File: src/include/stsc_params.svh
/*
  constants of the single-wire temperature sensor controller.
  assumes a 40 MHz ref_clk; times are in ns, counts derived from them.
*/
// Summary of operation
// - memory and control commands are ignored until a selection command completes
// - after a good selection one of five memory/control commands is accepted
// - identity is 8-bit family, 48-bit serial, 8-bit check field
// - conversion command places the reading in the scratchpad for later read
// - two one-byte nonvolatile triggers, upper and lower
// - trigger bytes double as user storage when alarm search is unused
// - triggers are written by command and read back only via scratchpad
// - every data byte moves least significant bit first
// - reading is two's complement, half-degree steps, -55 to +100 degrees
// - each reading is a 9-bit value
// - a conversion takes typically 0.2 s before the result is ready
// - an 8-bit check value is computed over data sent
// - alarm search is answered only while the alarm flag is set
// - broadcast selection lets all devices convert together
// - link runs at a nominal 16.3 kbps on one data signal
// - alarm when reading without half bit is above upper or below lower
// - reading is presented as 16 bits, sign copied through upper byte
// - check values use x^8+x^5+x^4+1 from an all-zero start
`ifndef STSC_PARAMS_SVH
`define STSC_PARAMS_SVH

`define STSC_CLK_NS        25
`define STSC_UP(ns)        (((ns) + `STSC_CLK_NS - 1) / `STSC_CLK_NS)
`define STSC_DN(ns)        ((ns) / `STSC_CLK_NS)

`define STSC_RST_MIN_NS    480000
`define STSC_SAMPLE_NS     15000
`define STSC_TX_HOLD_NS    30000
`define STSC_PRES_WAIT_NS  30000
`define STSC_PRES_LEN_NS   120000
`define STSC_CONV_NS       200000000
`define STSC_COPY_NS       10000000

`define STSC_OP_READ_ID    8'h33
`define STSC_OP_MATCH_ID   8'h55
`define STSC_OP_SEARCH_ID  8'hF0
`define STSC_OP_SKIP_ID    8'hCC
`define STSC_OP_ALARM_SRCH 8'hEC
`define STSC_OP_CONVERT    8'h44
`define STSC_OP_RD_SCRATCH 8'hBE
`define STSC_OP_WR_SCRATCH 8'h4E
`define STSC_OP_COPY       8'h48
`define STSC_OP_RECALL     8'hB8

`define STSC_CRC_POLY      8'h8C
`define STSC_UPPER_RST     8'h7F
`define STSC_LOWER_RST     8'h80
`define STSC_PAD_BYTE      8'hFF

`define STSC_ADR_STATUS    2'h0
`define STSC_ADR_CTRL      2'h1
`define STSC_ADR_TEMP      2'h2
`define STSC_CTRL_RST      8'h01

`endif

File: src/include/stsc_pkg.sv
/*
  types of the single-wire temperature sensor controller.
  assumes stsc_params.svh for all numeric constants.
*/
package stsc_pkg;

  typedef enum logic [3:0] {
    ST_IDLE,
    ST_ROMCMD,
    ST_READID,
    ST_MATCH,
    ST_SEARCH,
    ST_FNCMD,
    ST_RDSP,
    ST_WRSP,
    ST_BUSY,
    ST_DONE
  } stsc_state_t;

endpackage : stsc_pkg

File: src/design/stsc_ctrl.sv
/*
  device-side controller of a parasite-powered single-wire temperature
  sensor: slot engine, selection and memory command decode, scratchpad,
  trigger bytes and check generator.
  assumes the data pin is open drain (dq_oe pulls it low) and the
  measurement front end offers temp_code and counts on ref_clk.
*/
`timescale 1ns/1ps
`default_nettype none
`include "stsc_params.svh"

module stsc_ctrl #(
  parameter logic [7:0]  FAMILY    = 8'h5A,        // arbitrary value
  parameter logic [47:0] SERIAL    = 48'h0123456789AB, // arbitrary value
  parameter int          RST_CYC   = `STSC_UP(`STSC_RST_MIN_NS),
  parameter int          PRES_LEN  = `STSC_UP(`STSC_PRES_LEN_NS),
  parameter int          CONV_CYC  = `STSC_UP(`STSC_CONV_NS),
  parameter int          COPY_CYC  = `STSC_UP(`STSC_COPY_NS),
  parameter logic [7:0]  OP_RDID   = `STSC_OP_READ_ID,
  parameter logic [7:0]  OP_MATCH  = `STSC_OP_MATCH_ID,
  parameter logic [7:0]  OP_SRCH   = `STSC_OP_SEARCH_ID,
  parameter logic [7:0]  OP_SKIP   = `STSC_OP_SKIP_ID,
  parameter logic [7:0]  OP_ASRCH  = `STSC_OP_ALARM_SRCH,
  parameter logic [7:0]  OP_CONV   = `STSC_OP_CONVERT,
  parameter logic [7:0]  OP_RDSP   = `STSC_OP_RD_SCRATCH,
  parameter logic [7:0]  OP_WRSP   = `STSC_OP_WR_SCRATCH,
  parameter logic [7:0]  OP_COPY   = `STSC_OP_COPY,
  parameter logic [7:0]  OP_RECALL = `STSC_OP_RECALL
) (
  input  wire logic       ref_clk,
  input  wire logic       rst_n,
  input  wire logic       dq_in,
  output logic            dq_out,
  output logic            dq_oe,
  input  wire logic [8:0] temp_code,
  input  wire logic [7:0] cnt_remain,
  input  wire logic [7:0] cnt_per_c,
  output logic            conv_active,
  input  wire logic [1:0] reg_addr,
  input  wire logic [7:0] reg_wdata,
  input  wire logic       reg_wr,
  input  wire logic       reg_rd,
  output logic [7:0]      reg_rdata
);

  localparam int SAMPLE_CYC = `STSC_UP(`STSC_SAMPLE_NS);
  localparam int TXH_CYC    = `STSC_DN(`STSC_TX_HOLD_NS);
  localparam int PWAIT_CYC  = `STSC_UP(`STSC_PRES_WAIT_NS);
  localparam int CW         = 24;
  localparam int TW         = 28;

  // lsb-first shift through x^8+x^5+x^4+1, zero start
  function automatic logic [7:0] crc8(input logic [63:0] d,
                                      input int n);
    logic [7:0] c;
    logic       fb;
    c  = 8'h00;
    fb = 1'b0;
    for (int i = 0; i < 64; i++) begin
      if (i < n) begin
        fb = c[0] ^ d[i];
        c  = {1'b0, c[7:1]} ^ ({8{fb}} & `STSC_CRC_POLY);
      end
    end
    return c;
  endfunction : crc8

  localparam logic [55:0] ID56   = {SERIAL, FAMILY};
  localparam logic [63:0] ROM_ID = {crc8({8'h00, ID56}, 56), ID56};

  stsc_pkg::stsc_state_t st_r;
  logic           dq_s1_r;
  logic           dq_s2_r;
  logic           dq_d_r;
  logic [CW-1:0]  low_cnt_r;
  logic [CW-1:0]  slot_cnt_r;
  logic [CW-1:0]  pres_cnt_r;
  logic [CW-1:0]  tx_cnt_r;
  logic           slot_act_r;
  logic           bit_stb;
  logic           bit_rx;
  logic           rst_det;
  logic           fall;
  logic           rise;
  logic           tx_en;
  logic           tx_val;
  logic [71:0]    sh_r;
  logic [7:0]     cmd_r;
  logic [6:0]     cnt_r;
  logic [1:0]     ph_r;
  logic [7:0]     op;
  logic           rom_dec;
  logic           fn_dec;
  logic           go_conv;
  logic           go_copy;
  logic [TW-1:0]  busy_cnt_r;
  logic           conv_r;
  logic [8:0]     temp_r;
  logic [7:0]     crem_r;
  logic [7:0]     cpc_r;
  logic           alarm_r;
  logic [7:0]     upper_limit_trigger_r;
  logic [7:0]     lower_limit_trigger_r;
  logic [7:0]     upper_limit_trigger_ee_r;
  logic [7:0]     lower_limit_trigger_ee_r;
  logic [7:0]     ctrl_r;
  logic [63:0]    pad;
  logic [71:0]    nx;
  logic           id_bit;

  // bus sampling; only the second and third flops are looked at
  always_ff @(posedge ref_clk) begin
    if (!rst_n) begin
      dq_s1_r <= 1'b1;
      dq_s2_r <= 1'b1;
      dq_d_r  <= 1'b1;
    end else begin
      dq_s1_r <= dq_in;
      dq_s2_r <= dq_s1_r;
      dq_d_r  <= dq_s2_r;
    end
  end

  assign fall    = dq_d_r & ~dq_s2_r;
  assign rise    = ~dq_d_r & dq_s2_r;
  assign rst_det = rise && (low_cnt_r >= CW'(RST_CYC)) && ctrl_r[0];
  assign bit_stb = slot_act_r && (slot_cnt_r == CW'(SAMPLE_CYC));
  assign bit_rx  = dq_s2_r;

  // slot timing counts; a long low is a bus reset
  always_ff @(posedge ref_clk) begin
    if (!rst_n) begin
      low_cnt_r  <= '0;
      slot_cnt_r <= '0;
      slot_act_r <= 1'b0;
    end else begin
      if (fall) begin
        low_cnt_r <= '0;
      end else if (!dq_s2_r && low_cnt_r != '1) begin
        low_cnt_r <= low_cnt_r + 1'b1;
      end
      if (fall && pres_cnt_r == '0) begin
        slot_cnt_r <= '0;
        slot_act_r <= 1'b1;
      end else if (slot_act_r) begin
        slot_cnt_r <= slot_cnt_r + 1'b1;
        if (bit_stb) begin
          slot_act_r <= 1'b0;
        end
      end
    end
  end

  // presence pulse after a reset, own falling edges are not slots
  always_ff @(posedge ref_clk) begin
    if (!rst_n) begin
      pres_cnt_r <= '0;
    end else if (rst_det) begin
      pres_cnt_r <= CW'(PWAIT_CYC + PRES_LEN);
    end else if (pres_cnt_r != '0) begin
      pres_cnt_r <= pres_cnt_r - 1'b1;
    end
  end

  // a zero sent in a read slot holds the line low
  always_ff @(posedge ref_clk) begin
    if (!rst_n) begin
      tx_cnt_r <= '0;
    end else if (fall && pres_cnt_r == '0 && tx_en && !tx_val) begin
      tx_cnt_r <= CW'(TXH_CYC);
    end else if (tx_cnt_r != '0) begin
      tx_cnt_r <= tx_cnt_r - 1'b1;
    end
  end

  assign dq_out = 1'b0;
  assign dq_oe  = (tx_cnt_r != '0) ||
                  (pres_cnt_r != '0 && pres_cnt_r <= CW'(PRES_LEN));

  assign id_bit = ROM_ID[cnt_r[5:0]];

  always_comb begin
    tx_en  = 1'b0;
    tx_val = 1'b1;
    case (st_r)
      stsc_pkg::ST_READID,
      stsc_pkg::ST_RDSP: begin
        tx_en  = 1'b1;
        tx_val = sh_r[0];
      end
      stsc_pkg::ST_SEARCH: begin
        tx_en  = (ph_r != 2'd2);
        tx_val = (ph_r == 2'd0) ? id_bit : ~id_bit;
      end
      stsc_pkg::ST_BUSY: begin
        tx_en  = 1'b1;
        tx_val = 1'b0;
      end
      default: begin
        tx_en  = 1'b0;
        tx_val = 1'b1;
      end
    endcase
  end

  assign op      = {bit_rx, cmd_r[7:1]};
  assign rom_dec = bit_stb && st_r == stsc_pkg::ST_ROMCMD && cnt_r == 7'd7;
  assign fn_dec  = bit_stb && st_r == stsc_pkg::ST_FNCMD && cnt_r == 7'd7;
  assign go_conv = fn_dec && op == OP_CONV;
  assign go_copy = fn_dec && op == OP_COPY;
  assign nx      = {bit_rx, sh_r[71:1]};

  // scratchpad image, sign copied through the upper byte
  assign pad = {cpc_r, crem_r, `STSC_PAD_BYTE, `STSC_PAD_BYTE,
                lower_limit_trigger_r, upper_limit_trigger_r,
                {8{temp_r[8]}}, temp_r[7:0]};

  // command sequencer
  always_ff @(posedge ref_clk) begin
    if (!rst_n) begin
      st_r  <= stsc_pkg::ST_IDLE;
      sh_r  <= '0;
      cmd_r <= '0;
      cnt_r <= '0;
      ph_r  <= '0;
    end else if (rst_det) begin
      st_r  <= stsc_pkg::ST_ROMCMD;
      cnt_r <= '0;
      ph_r  <= '0;
    end else if (st_r == stsc_pkg::ST_BUSY && busy_cnt_r == '0) begin
      st_r <= stsc_pkg::ST_DONE;
    end else if (bit_stb) begin
      case (st_r)
        stsc_pkg::ST_ROMCMD: begin
          cmd_r <= op;
          cnt_r <= cnt_r + 7'd1;
          if (rom_dec) begin
            cnt_r <= '0;
            ph_r  <= '0;
            sh_r  <= {8'h00, ROM_ID};
            if (op == OP_RDID) begin
              st_r <= stsc_pkg::ST_READID;
            end else if (op == OP_MATCH) begin
              st_r <= stsc_pkg::ST_MATCH;
            end else if (op == OP_SRCH) begin
              st_r <= stsc_pkg::ST_SEARCH;
            end else if (op == OP_ASRCH && alarm_r) begin
              st_r <= stsc_pkg::ST_SEARCH;
            end else if (op == OP_SKIP) begin
              st_r <= stsc_pkg::ST_FNCMD;
            end else begin
              st_r <= stsc_pkg::ST_IDLE;
            end
          end
        end
        stsc_pkg::ST_READID: begin
          sh_r  <= {1'b0, sh_r[71:1]};
          cnt_r <= cnt_r + 7'd1;
          if (cnt_r == 7'd63) begin
            st_r  <= stsc_pkg::ST_FNCMD;
            cnt_r <= '0;
          end
        end
        stsc_pkg::ST_MATCH: begin
          cnt_r <= cnt_r + 7'd1;
          if (bit_rx != id_bit) begin
            st_r <= stsc_pkg::ST_IDLE;
          end else if (cnt_r == 7'd63) begin
            st_r  <= stsc_pkg::ST_FNCMD;
            cnt_r <= '0;
          end
        end
        stsc_pkg::ST_SEARCH: begin
          ph_r <= ph_r + 2'd1;
          if (ph_r == 2'd2) begin
            ph_r  <= '0;
            cnt_r <= cnt_r + 7'd1;
            if (bit_rx != id_bit) begin
              st_r <= stsc_pkg::ST_IDLE;
            end else if (cnt_r == 7'd63) begin
              st_r  <= stsc_pkg::ST_FNCMD;
              cnt_r <= '0;
            end
          end
        end
        stsc_pkg::ST_FNCMD: begin
          cmd_r <= op;
          cnt_r <= cnt_r + 7'd1;
          if (fn_dec) begin
            cnt_r <= '0;
            if (go_conv || go_copy) begin
              st_r <= stsc_pkg::ST_BUSY;
            end else if (op == OP_RDSP) begin
              st_r <= stsc_pkg::ST_RDSP;
              sh_r <= {crc8(pad, 64), pad};
            end else if (op == OP_WRSP) begin
              st_r <= stsc_pkg::ST_WRSP;
            end else begin
              st_r <= stsc_pkg::ST_DONE;
            end
          end
        end
        stsc_pkg::ST_RDSP: begin
          sh_r  <= {1'b0, sh_r[71:1]};
          cnt_r <= cnt_r + 7'd1;
          if (cnt_r == 7'd71) begin
            st_r <= stsc_pkg::ST_DONE;
          end
        end
        stsc_pkg::ST_WRSP: begin
          sh_r  <= nx;
          cnt_r <= cnt_r + 7'd1;
          if (cnt_r == 7'd15) begin
            st_r <= stsc_pkg::ST_DONE;
          end
        end
        default: begin
          st_r <= st_r;
        end
      endcase
    end
  end

  // conversion and copy run time; the strong pull-up is the master's job
  always_ff @(posedge ref_clk) begin
    if (!rst_n) begin
      busy_cnt_r <= '0;
      conv_r     <= 1'b0;
    end else if (go_conv) begin
      busy_cnt_r <= TW'(CONV_CYC);
      conv_r     <= 1'b1;
    end else if (go_copy) begin
      busy_cnt_r <= TW'(COPY_CYC);
    end else if (busy_cnt_r != '0) begin
      busy_cnt_r <= busy_cnt_r - 1'b1;
    end else begin
      conv_r <= 1'b0;
    end
  end

  assign conv_active = conv_r;

  // result capture and limit check, half-degree bit dropped
  always_ff @(posedge ref_clk) begin
    if (!rst_n) begin
      temp_r  <= '0;
      crem_r  <= '0;
      cpc_r   <= '0;
      alarm_r <= 1'b0;
    end else if (conv_r && busy_cnt_r == '0) begin
      temp_r  <= temp_code;
      crem_r  <= cnt_remain;
      cpc_r   <= cnt_per_c;
      alarm_r <= ($signed(temp_code[8:1]) >
                  $signed(upper_limit_trigger_r)) ||
                 ($signed(temp_code[8:1]) <
                  $signed(lower_limit_trigger_r));
    end
  end

  // scratchpad trigger bytes, written lsb first
  always_ff @(posedge ref_clk) begin
    if (!rst_n) begin
      upper_limit_trigger_r <= `STSC_UPPER_RST;
      lower_limit_trigger_r <= `STSC_LOWER_RST;
    end else if (bit_stb && st_r == stsc_pkg::ST_WRSP &&
                 cnt_r == 7'd15) begin
      upper_limit_trigger_r <= nx[63:56];
      lower_limit_trigger_r <= nx[71:64];
    end else if (fn_dec && op == OP_RECALL) begin
      upper_limit_trigger_r <= upper_limit_trigger_ee_r;
      lower_limit_trigger_r <= lower_limit_trigger_ee_r;
    end
  end

  // nonvolatile copy, kept across bus resets
  always_ff @(posedge ref_clk) begin
    if (!rst_n) begin
      upper_limit_trigger_ee_r <= `STSC_UPPER_RST;
      lower_limit_trigger_ee_r <= `STSC_LOWER_RST;
    end else if (go_copy) begin
      upper_limit_trigger_ee_r <= upper_limit_trigger_r;
      lower_limit_trigger_ee_r <= lower_limit_trigger_r;
    end
  end

  // local register port; bit 0 of control lets the device answer
  always_ff @(posedge ref_clk) begin
    if (!rst_n) begin
      ctrl_r <= `STSC_CTRL_RST;
    end else if (reg_wr && reg_addr == `STSC_ADR_CTRL) begin
      ctrl_r <= reg_wdata;
    end
  end

  always_ff @(posedge ref_clk) begin
    if (!rst_n) begin
      reg_rdata <= '0;
    end else if (reg_rd) begin
      case (reg_addr)
        `STSC_ADR_STATUS: reg_rdata <= {4'h0,
                            st_r == stsc_pkg::ST_BUSY, conv_r, alarm_r,
                            st_r == stsc_pkg::ST_FNCMD};
        `STSC_ADR_CTRL:   reg_rdata <= ctrl_r;
        `STSC_ADR_TEMP:   reg_rdata <= temp_r[8:1];
        default:          reg_rdata <= 8'h00;
      endcase
    end else begin
      reg_rdata <= 8'h00;
    end
  end

endmodule : stsc_ctrl
`default_nettype wire

File: config.mk
export PLATFORM = sky130hd
export DESIGN_NAME = stsc_ctrl
export DESIGN_NICKNAME = d
export VERILOG_FILES = /design/src/include/stsc_pkg.sv /design/src/design/stsc_ctrl.sv
export VERILOG_INCLUDE_DIRS = /design/src /design/src/include
export SDC_FILE = /design/constraint.sdc
export NUM_CORES = 1
export LEC_CHECK = 0
export ABC_AREA = 1
export BUFFER_PORTS_ARGS = -buffer_cell sky130_fd_sc_hd__buf_4
export CORE_MARGIN = 3
export CORE_UTILIZATION = 60
export CTS_CLUSTER_DIAMETER = 50
export DETAILED_ROUTE_END_ITERATION = 8
export HOLD_SLACK_MARGIN = 0.06
export PLACE_DENSITY_LB_ADDON = 0.12
export SYNTH_ARGS = -nofsm -noshare
export SYNTH_HDL_FRONTEND = slang
export SYNTH_SLANG_ARGS = --single-unit
File: constraint.sdc
create_clock -name ref_clk -period 9.8 [get_ports ref_clk]
set_clock_uncertainty 0.05 [all_clocks]
set_input_delay 0.98 -clock ref_clk [delete_from_list [all_inputs] [get_ports ref_clk]]
set_output_delay 0.98 -clock ref_clk [all_outputs]
set_load 0.03 [all_outputs]
After elaboration in Yosys (flattened, before gate mapping)
Memories as Yosys holds them, arrays and structs flattened. A register that Yosys moved wholly into a read port is not among the register bits.
Cells that the tools add are included.
{ "word_totals": {"register_bits": 296, "latch_bits": 0, "ramBits": 0, "rom_bits": 64, "inputBits": 40, "out_inout_bits": 11, "word_cells": 853, "mem_count": 1} }
{ "mem_list": {"columns": ["name", "words", "width", "read_ports", "rd_ports_with_merged_regs", "wr", "line_no", "text"], "rows": [
  ["(name not given)", 64, 1, 1, 1, 0, "stsc_ctrl.sv:180", "assign id_bit = ROM_ID[cnt_r[5:0]];"]
]} }
{ "op_classes": {"add_sub_neg": 7, "mul": 0, "n_div": 0, "n_lt_le_gt_ge": 5, "eq_ne": 48, "n_shift": 0, "muxes": 561, "bitwise_logic": 134, "n_reduce_logical": 66} }
{ "op_table": {"columns": ["cell", "count"], "rows": [
  ["8-bit two-way mux", 508],
  ["7-bit by 8-bit bitwise XOR with 8-bit output", 63],
  ["72-bit two-way mux", 4],
  ["72-bit one-hot mux with 4 select lines", 1],
  ["23-bit two-way mux", 3],
  ["24-bit by 1-bit adder with 24-bit output, second input constant", 2],
  ["4-bit two-way mux", 12],
  ["24-bit nonzero test", 2],
  ["24-bit by 1-bit subtractor with 24-bit output, second input constant", 2],
  ["1-bit bitwise XOR", 47],
  ["7-bit one-hot mux with 6 select lines", 1],
  ["8-bit equality test, second input constant", 5],
  ["7-bit two-way mux", 5],
  ["8-bit by 7-bit equality test with 1-bit output, second input constant", 4],
  ["28-bit zero test", 1],
  ["4-bit one-hot mux with 7 select lines", 1],
  ["28-bit nonzero test", 1],
  ["28-bit by 1-bit subtractor with 28-bit output, second input constant", 1],
  ["13-bit two-way mux", 2],
  ["24-bit by 10-bit equality test with 1-bit output, second input constant", 1],
  ["24-bit by 15-bit >= comparator with 1-bit output, second input constant", 1],
  ["24-bit by 13-bit less-or-equal comparator with 1-bit output, second input constant", 1],
  ["24-bit zero test", 1],
  ["24-bit != test, second input constant", 1],
  ["other kinds (50)", 151]
]} }

Longest topological paths before layout
{ "depth": {"ltp_word": 639, "depth_mapped": 53, "ltp_nobuf": 52} }

Worst setup path after synthesis
Ideal clock, no wire load.
{ "synth_timing": {"path_type": "register -> register", "startpoint": "register temp_r[1]", "endpoint": "register sh_r[71]", "setup_time_ns": 0.070, "arrival_ns": 3.941, "required_ns": 9.680, "setup_slack_ns": 5.739, "stages_incl_launch_ff": 48, "n_path_buf": 1, "synth_period_minus_slack_ns": 4.061, "cell_sequence": "dfxtp_1 -> buf_2 -> inv_2 -> nand2_2 -> nand2_1 -> nand2_1 -> nand2_2 -> nand2_2 -> nand2_4 -> inv_2 -> nand2_4 -> nand2_4 -> nand2_4 -> nand2_2 -> nand2_4 -> nand3_2 -> nand2_8 -> inv_4 -> (+12 left out) -> nand3_2 -> nand2_2 -> nand2_1 -> nand3_1 -> nand2_2 -> nand2_1 -> nand2_2 -> nand2_1 -> nand2_1 -> nand2_2 -> nand2_1 -> nand2_2 -> nand2_4 -> xor2_2 -> nand2_1 -> nand2_1 -> nand2_1 -> a21oi_1"} }
{ "synth_lines": {"columns": ["element", "line_no", "text"], "rows": [
  ["from (decl)", "stsc_ctrl.sv:98", "logic [8:0] temp_r;"],
  ["from (signal assigned)", "stsc_ctrl.sv:351", "temp_r <= temp_code;"],
  ["to (signal assigned)", "stsc_ctrl.sv:240", "sh_r <= {8'h00, ROM_ID};"],
  ["to (signal assigned)", "stsc_ctrl.sv:257", "sh_r <= {1'b0, sh_r[71:1]};"],
  ["to (signal assigned)", "stsc_ctrl.sv:295", "sh_r <= {crc8(pad, 64), pad};"],
  ["to (decl)", "stsc_ctrl.sv:87", "logic [71:0] sh_r;"]
]} }

==> results.md <==
* Per-cell routed wire length at ~15 um
* Clk pwr share at 33.5%
* Clock transition at path regs at 60 ps
* FP Rows at 60
* Psw at ~1300 uW
* Crit path buf inv count at 3
* Worst path max stage delay at 630 ps
* Die ar. at ~0.030 mm2
* DR iter-0 viols at roughly 1,200
* MaxCap Viol Count at 0
* Yosys cell types at 60
* Busiest grt layer: met2
* Int Power at 2518 uW
* Initial Utilization at between 60% and 70%
* Crit Path Class: reg2reg
* Setup Fix Bufs, Post-CTS at 0
* Worst skew pair latency at 520 ps
* Outcome: finished clean
* H-tree Lvls at 2
* Initial antenna violation count at 0
* # DRC at 0
* Routed vias/inst at roughly 5.6
* Cells after synthesis at approximately 2,500
* Reg2Reg Depth at 37
* Flop pwr share at about two fifths
* Slew Viols, Final at 0
* I/O Buffers at 49
* Vias in the first global route at ~15,000
* Post-synth EDFFs at 0
* Detailed Route WL at 42,690 um
* ANT nets after route at 0
* Post-layout min period at 5133 ps
* Area Growth Syn to Fin at 10.34%
* Hold depth at 1
* CP dominant cell by count: nand2_1
* Fmax at between 0.15 and 0.2 GHz
* Power per cell area at 204.2 mW/mm2
* Synth Flop Type: dfxtp_1
* Worst vdd ir at 233.3 uV
* Max Root-Sink Buffers at 3
* Synth warn at 0
* Final setup fails at 0
* Syn avg cell area at 6.867 um2
* Critical Path RT at 10,170 ps
* Main area contributors after synthesis: dfxtp_1, nand2_1, nor2_1, inv_1, a21oi_1
* Post-Syn Area at 0.01698 mm2
* Setup TNS at 0 ps
* Drt pass-1 iters at 5
* RSZ-0062 raised after global routing: false
* Total Routing Usage GR at between 20% and 30%
* Yosys top cell by area: dfxtp_1
* CP max FO at 9
* Core Area at 0.02740 mm2
* Post-Layout Cell Count at 2,893
* Vias post-DR at 16,210
* Switching Fraction at between 30 and 40%
* DIE WIDTH at 174.2 um
* Gate power share at 27.9%
* Arr. time, crit path at 5500 ps
* GRT overflow at 0
* Synth async-reset ratio at 0%
* Crit share post-route at 52.38%
* Flops & latches, synth at 296
* Met1 usage at 36.35%
* Relative slew slack at 23.51%
* Antenna diode count at 0
* Die Ht at 174.2 um
* Hold-fix buffers, CTS at 0
* Cell count along the critical path at 37
* Leak pwr at 0.007985 uW
* Post-Place Cells at 2,832
* Met3 usage at approximately 3.3%
* FILL cells at 2,425
* Hold WC Path Type: reg2reg
* CP Launch Type: register
* Share of cells above drive strength 1 at between 10% and 20%
* Final Hold Viols at 0
* Register area share after synthesis at around a third
* Pin count of the biggest net entering global routing at slightly below 100
* Global-route wire length before repair at between 70,000 and 80,000 um
* CTS tree: yes
* Post-Syn Nets at 2,542
* CTS buffer count at 36
* DP HPWL at 30,270 um
* Worst slew pin tran at 1139 ps
* Nets at 2,567
* Crit. End Element: register
* Crit-path slowest cell: dfxtp_1
* Synth top area share at about a third
* Routability Congestion at 0.9587
* Io pins at 51
* Post-cts sizing count at 0
* Clock Sinks at 296
* Root Driver: clkbuf_16
* CP delay by family, top: simple AND/OR/NAND/NOR gates
* GR Layer Usage met2 at roughly 47%
[power groups by stage]
stage                     clock network, uW  registers [uW]  logic [uW]
after floorplan                           0            1470         857
after global placement                    0            1490        1030
after detailed placement                  0            1500        1060
after CTS                              1310            1480        1070
after global routing                   1350            1500        1250
final                                  1280            1480        1070
[cells by family after synthesis]
kind of cell / after synthesis / share of synthesized area, %
AOI/OAI and AO/OA: 447 / 15.58
xor gates and xnor gates: 74 / 4.274
DFF: 296 / 34.90
muxes: 8 / 0.4789
and+or+nand+nor: 1206 / 33.17
other: 1 / 0.02208
adders and majority gates: 29 / 2.137
buffers and inverters: 412 / 9.446
[cell type report]
type,instances,area (um2),area share (%)
clock buffer,51,1049,5.596
clock inverter,10,96.34,0.5142
inverter,338,1281,6.838
multi-input combinational,1765,9462,50.50
sequential,296,5926,31.63
tap,372,465.4,2.484
timing repair buffer,61,457.9,2.444
[through the flow]
| step | setup slack, ps | total power [uW] | area, um2 | util (%) | hold WS, ps |
|---|---|---|---|---|---|
| after global placement | 4894 | 2523 | 17590 | 64.20 | 352.0 |
| after global routing | 4135 | 4098 | 18740 | 68.38 | 367.9 |
| after detailed placement | 4807 | 2555 | 17590 | 64.20 | 350.3 |
| final | 4667 | 3826 | 18740 | 68.38 | 356.5 |
| after CTS | 4742 | 3849 | 18740 | 68.38 | 358.8 |
| after floorplan | 5739 | 2325 | 16980 | - | 342.5 |
[synth_stat cells, types with 8 or more instances]
library cell,instances
nand2_1,441
nor2_1,319
inv_1,305
dfxtp_1,296
a21oi_1,152
nand3_1,141
o21ai_0,138
nor3_1,94
clkbuf_1,64
nand2_2,55
xor2_1,44
nand4_1,43
a211oi_1,38
a22oi_1,31
ha_1,29
nand2_4,29
nor4_1,27
inv_2,24
nand3_2,23
xnor2_1,23
a311oi_1,21
o211ai_1,19
a31oi_1,17
or2_2,12
o21a_1,8
[flip-flops by register name (all words and copies together) (netlist names), 7 cells and up]
signal and flops:
sh_r 72, busy_cnt_r 28, low_cnt_r 24, pres_cnt_r 24, slot_cnt_r 24, tx_cnt_r 24
temp_r 9, cpc_r 8, crem_r 8, ctrl_r 8, lower_limit_trigger_ee_r 8, lower_limit_trigger_r 8
reg_rdata 8, upper_limit_trigger_ee_r 8, upper_limit_trigger_r 8, cmd_r 7, cnt_r 7
[worst paths after layout]
| path | start | end | slack, ps |
|---|---|---|---|
| worst min register to register | dq_s1_r | bit_rx | 360 |
| worst min-delay path | dq_s1_r | bit_rx | 360 |
| worst max register to register | temp_r[8] | sh_r[71] | 4670 |
| worst max-delay path | temp_r[8] | sh_r[71] | 4670 |
[cells in the final DEF, fill, tap and decap left out, types with 4 or more instances in the layout]
| cell | count |
|---|---|
| nand2_1 | 440 |
| nor2_1 | 318 |
| inv_1 | 304 |
| dfxtp_1 | 296 |
| a21oi_1 | 152 |
| nand3_1 | 141 |
| o21ai_0 | 138 |
| nor3_1 | 94 |
| buf_4 | 61 |
| nand2_2 | 56 |
| xor2_1 | 44 |
| nand4_1 | 43 |
| a211oi_1 | 38 |
| clkbuf_16 | 37 |
| a22oi_1 | 31 |
| nand2_4 | 29 |
| ha_1 | 29 |
| nor4_1 | 27 |
| inv_2 | 25 |
| xnor2_1 | 23 |
| nand3_2 | 23 |
| a311oi_1 | 21 |
| o211ai_1 | 19 |
| a31oi_1 | 17 |
| or2_2 | 12 |
| o21a_1 | 8 |
| nand3b_1 | 7 |
| mux2i_1 | 7 |
| clkbuf_8 | 7 |
| clkbuf_1 | 7 |
| nor3b_1 | 5 |
| inv_4 | 5 |
| clkinv_1 | 4 |
| xnor3_1 | 4 |
| inv_6 | 4 |
[per-layer routing]
layer	up-vias	share of wire (%)
met5	-	0
met4	0	3.3
met3	99	5.5
met2	444	47
met1	7436	44
li1	8230	-
(Power assumes the default switching activity.)
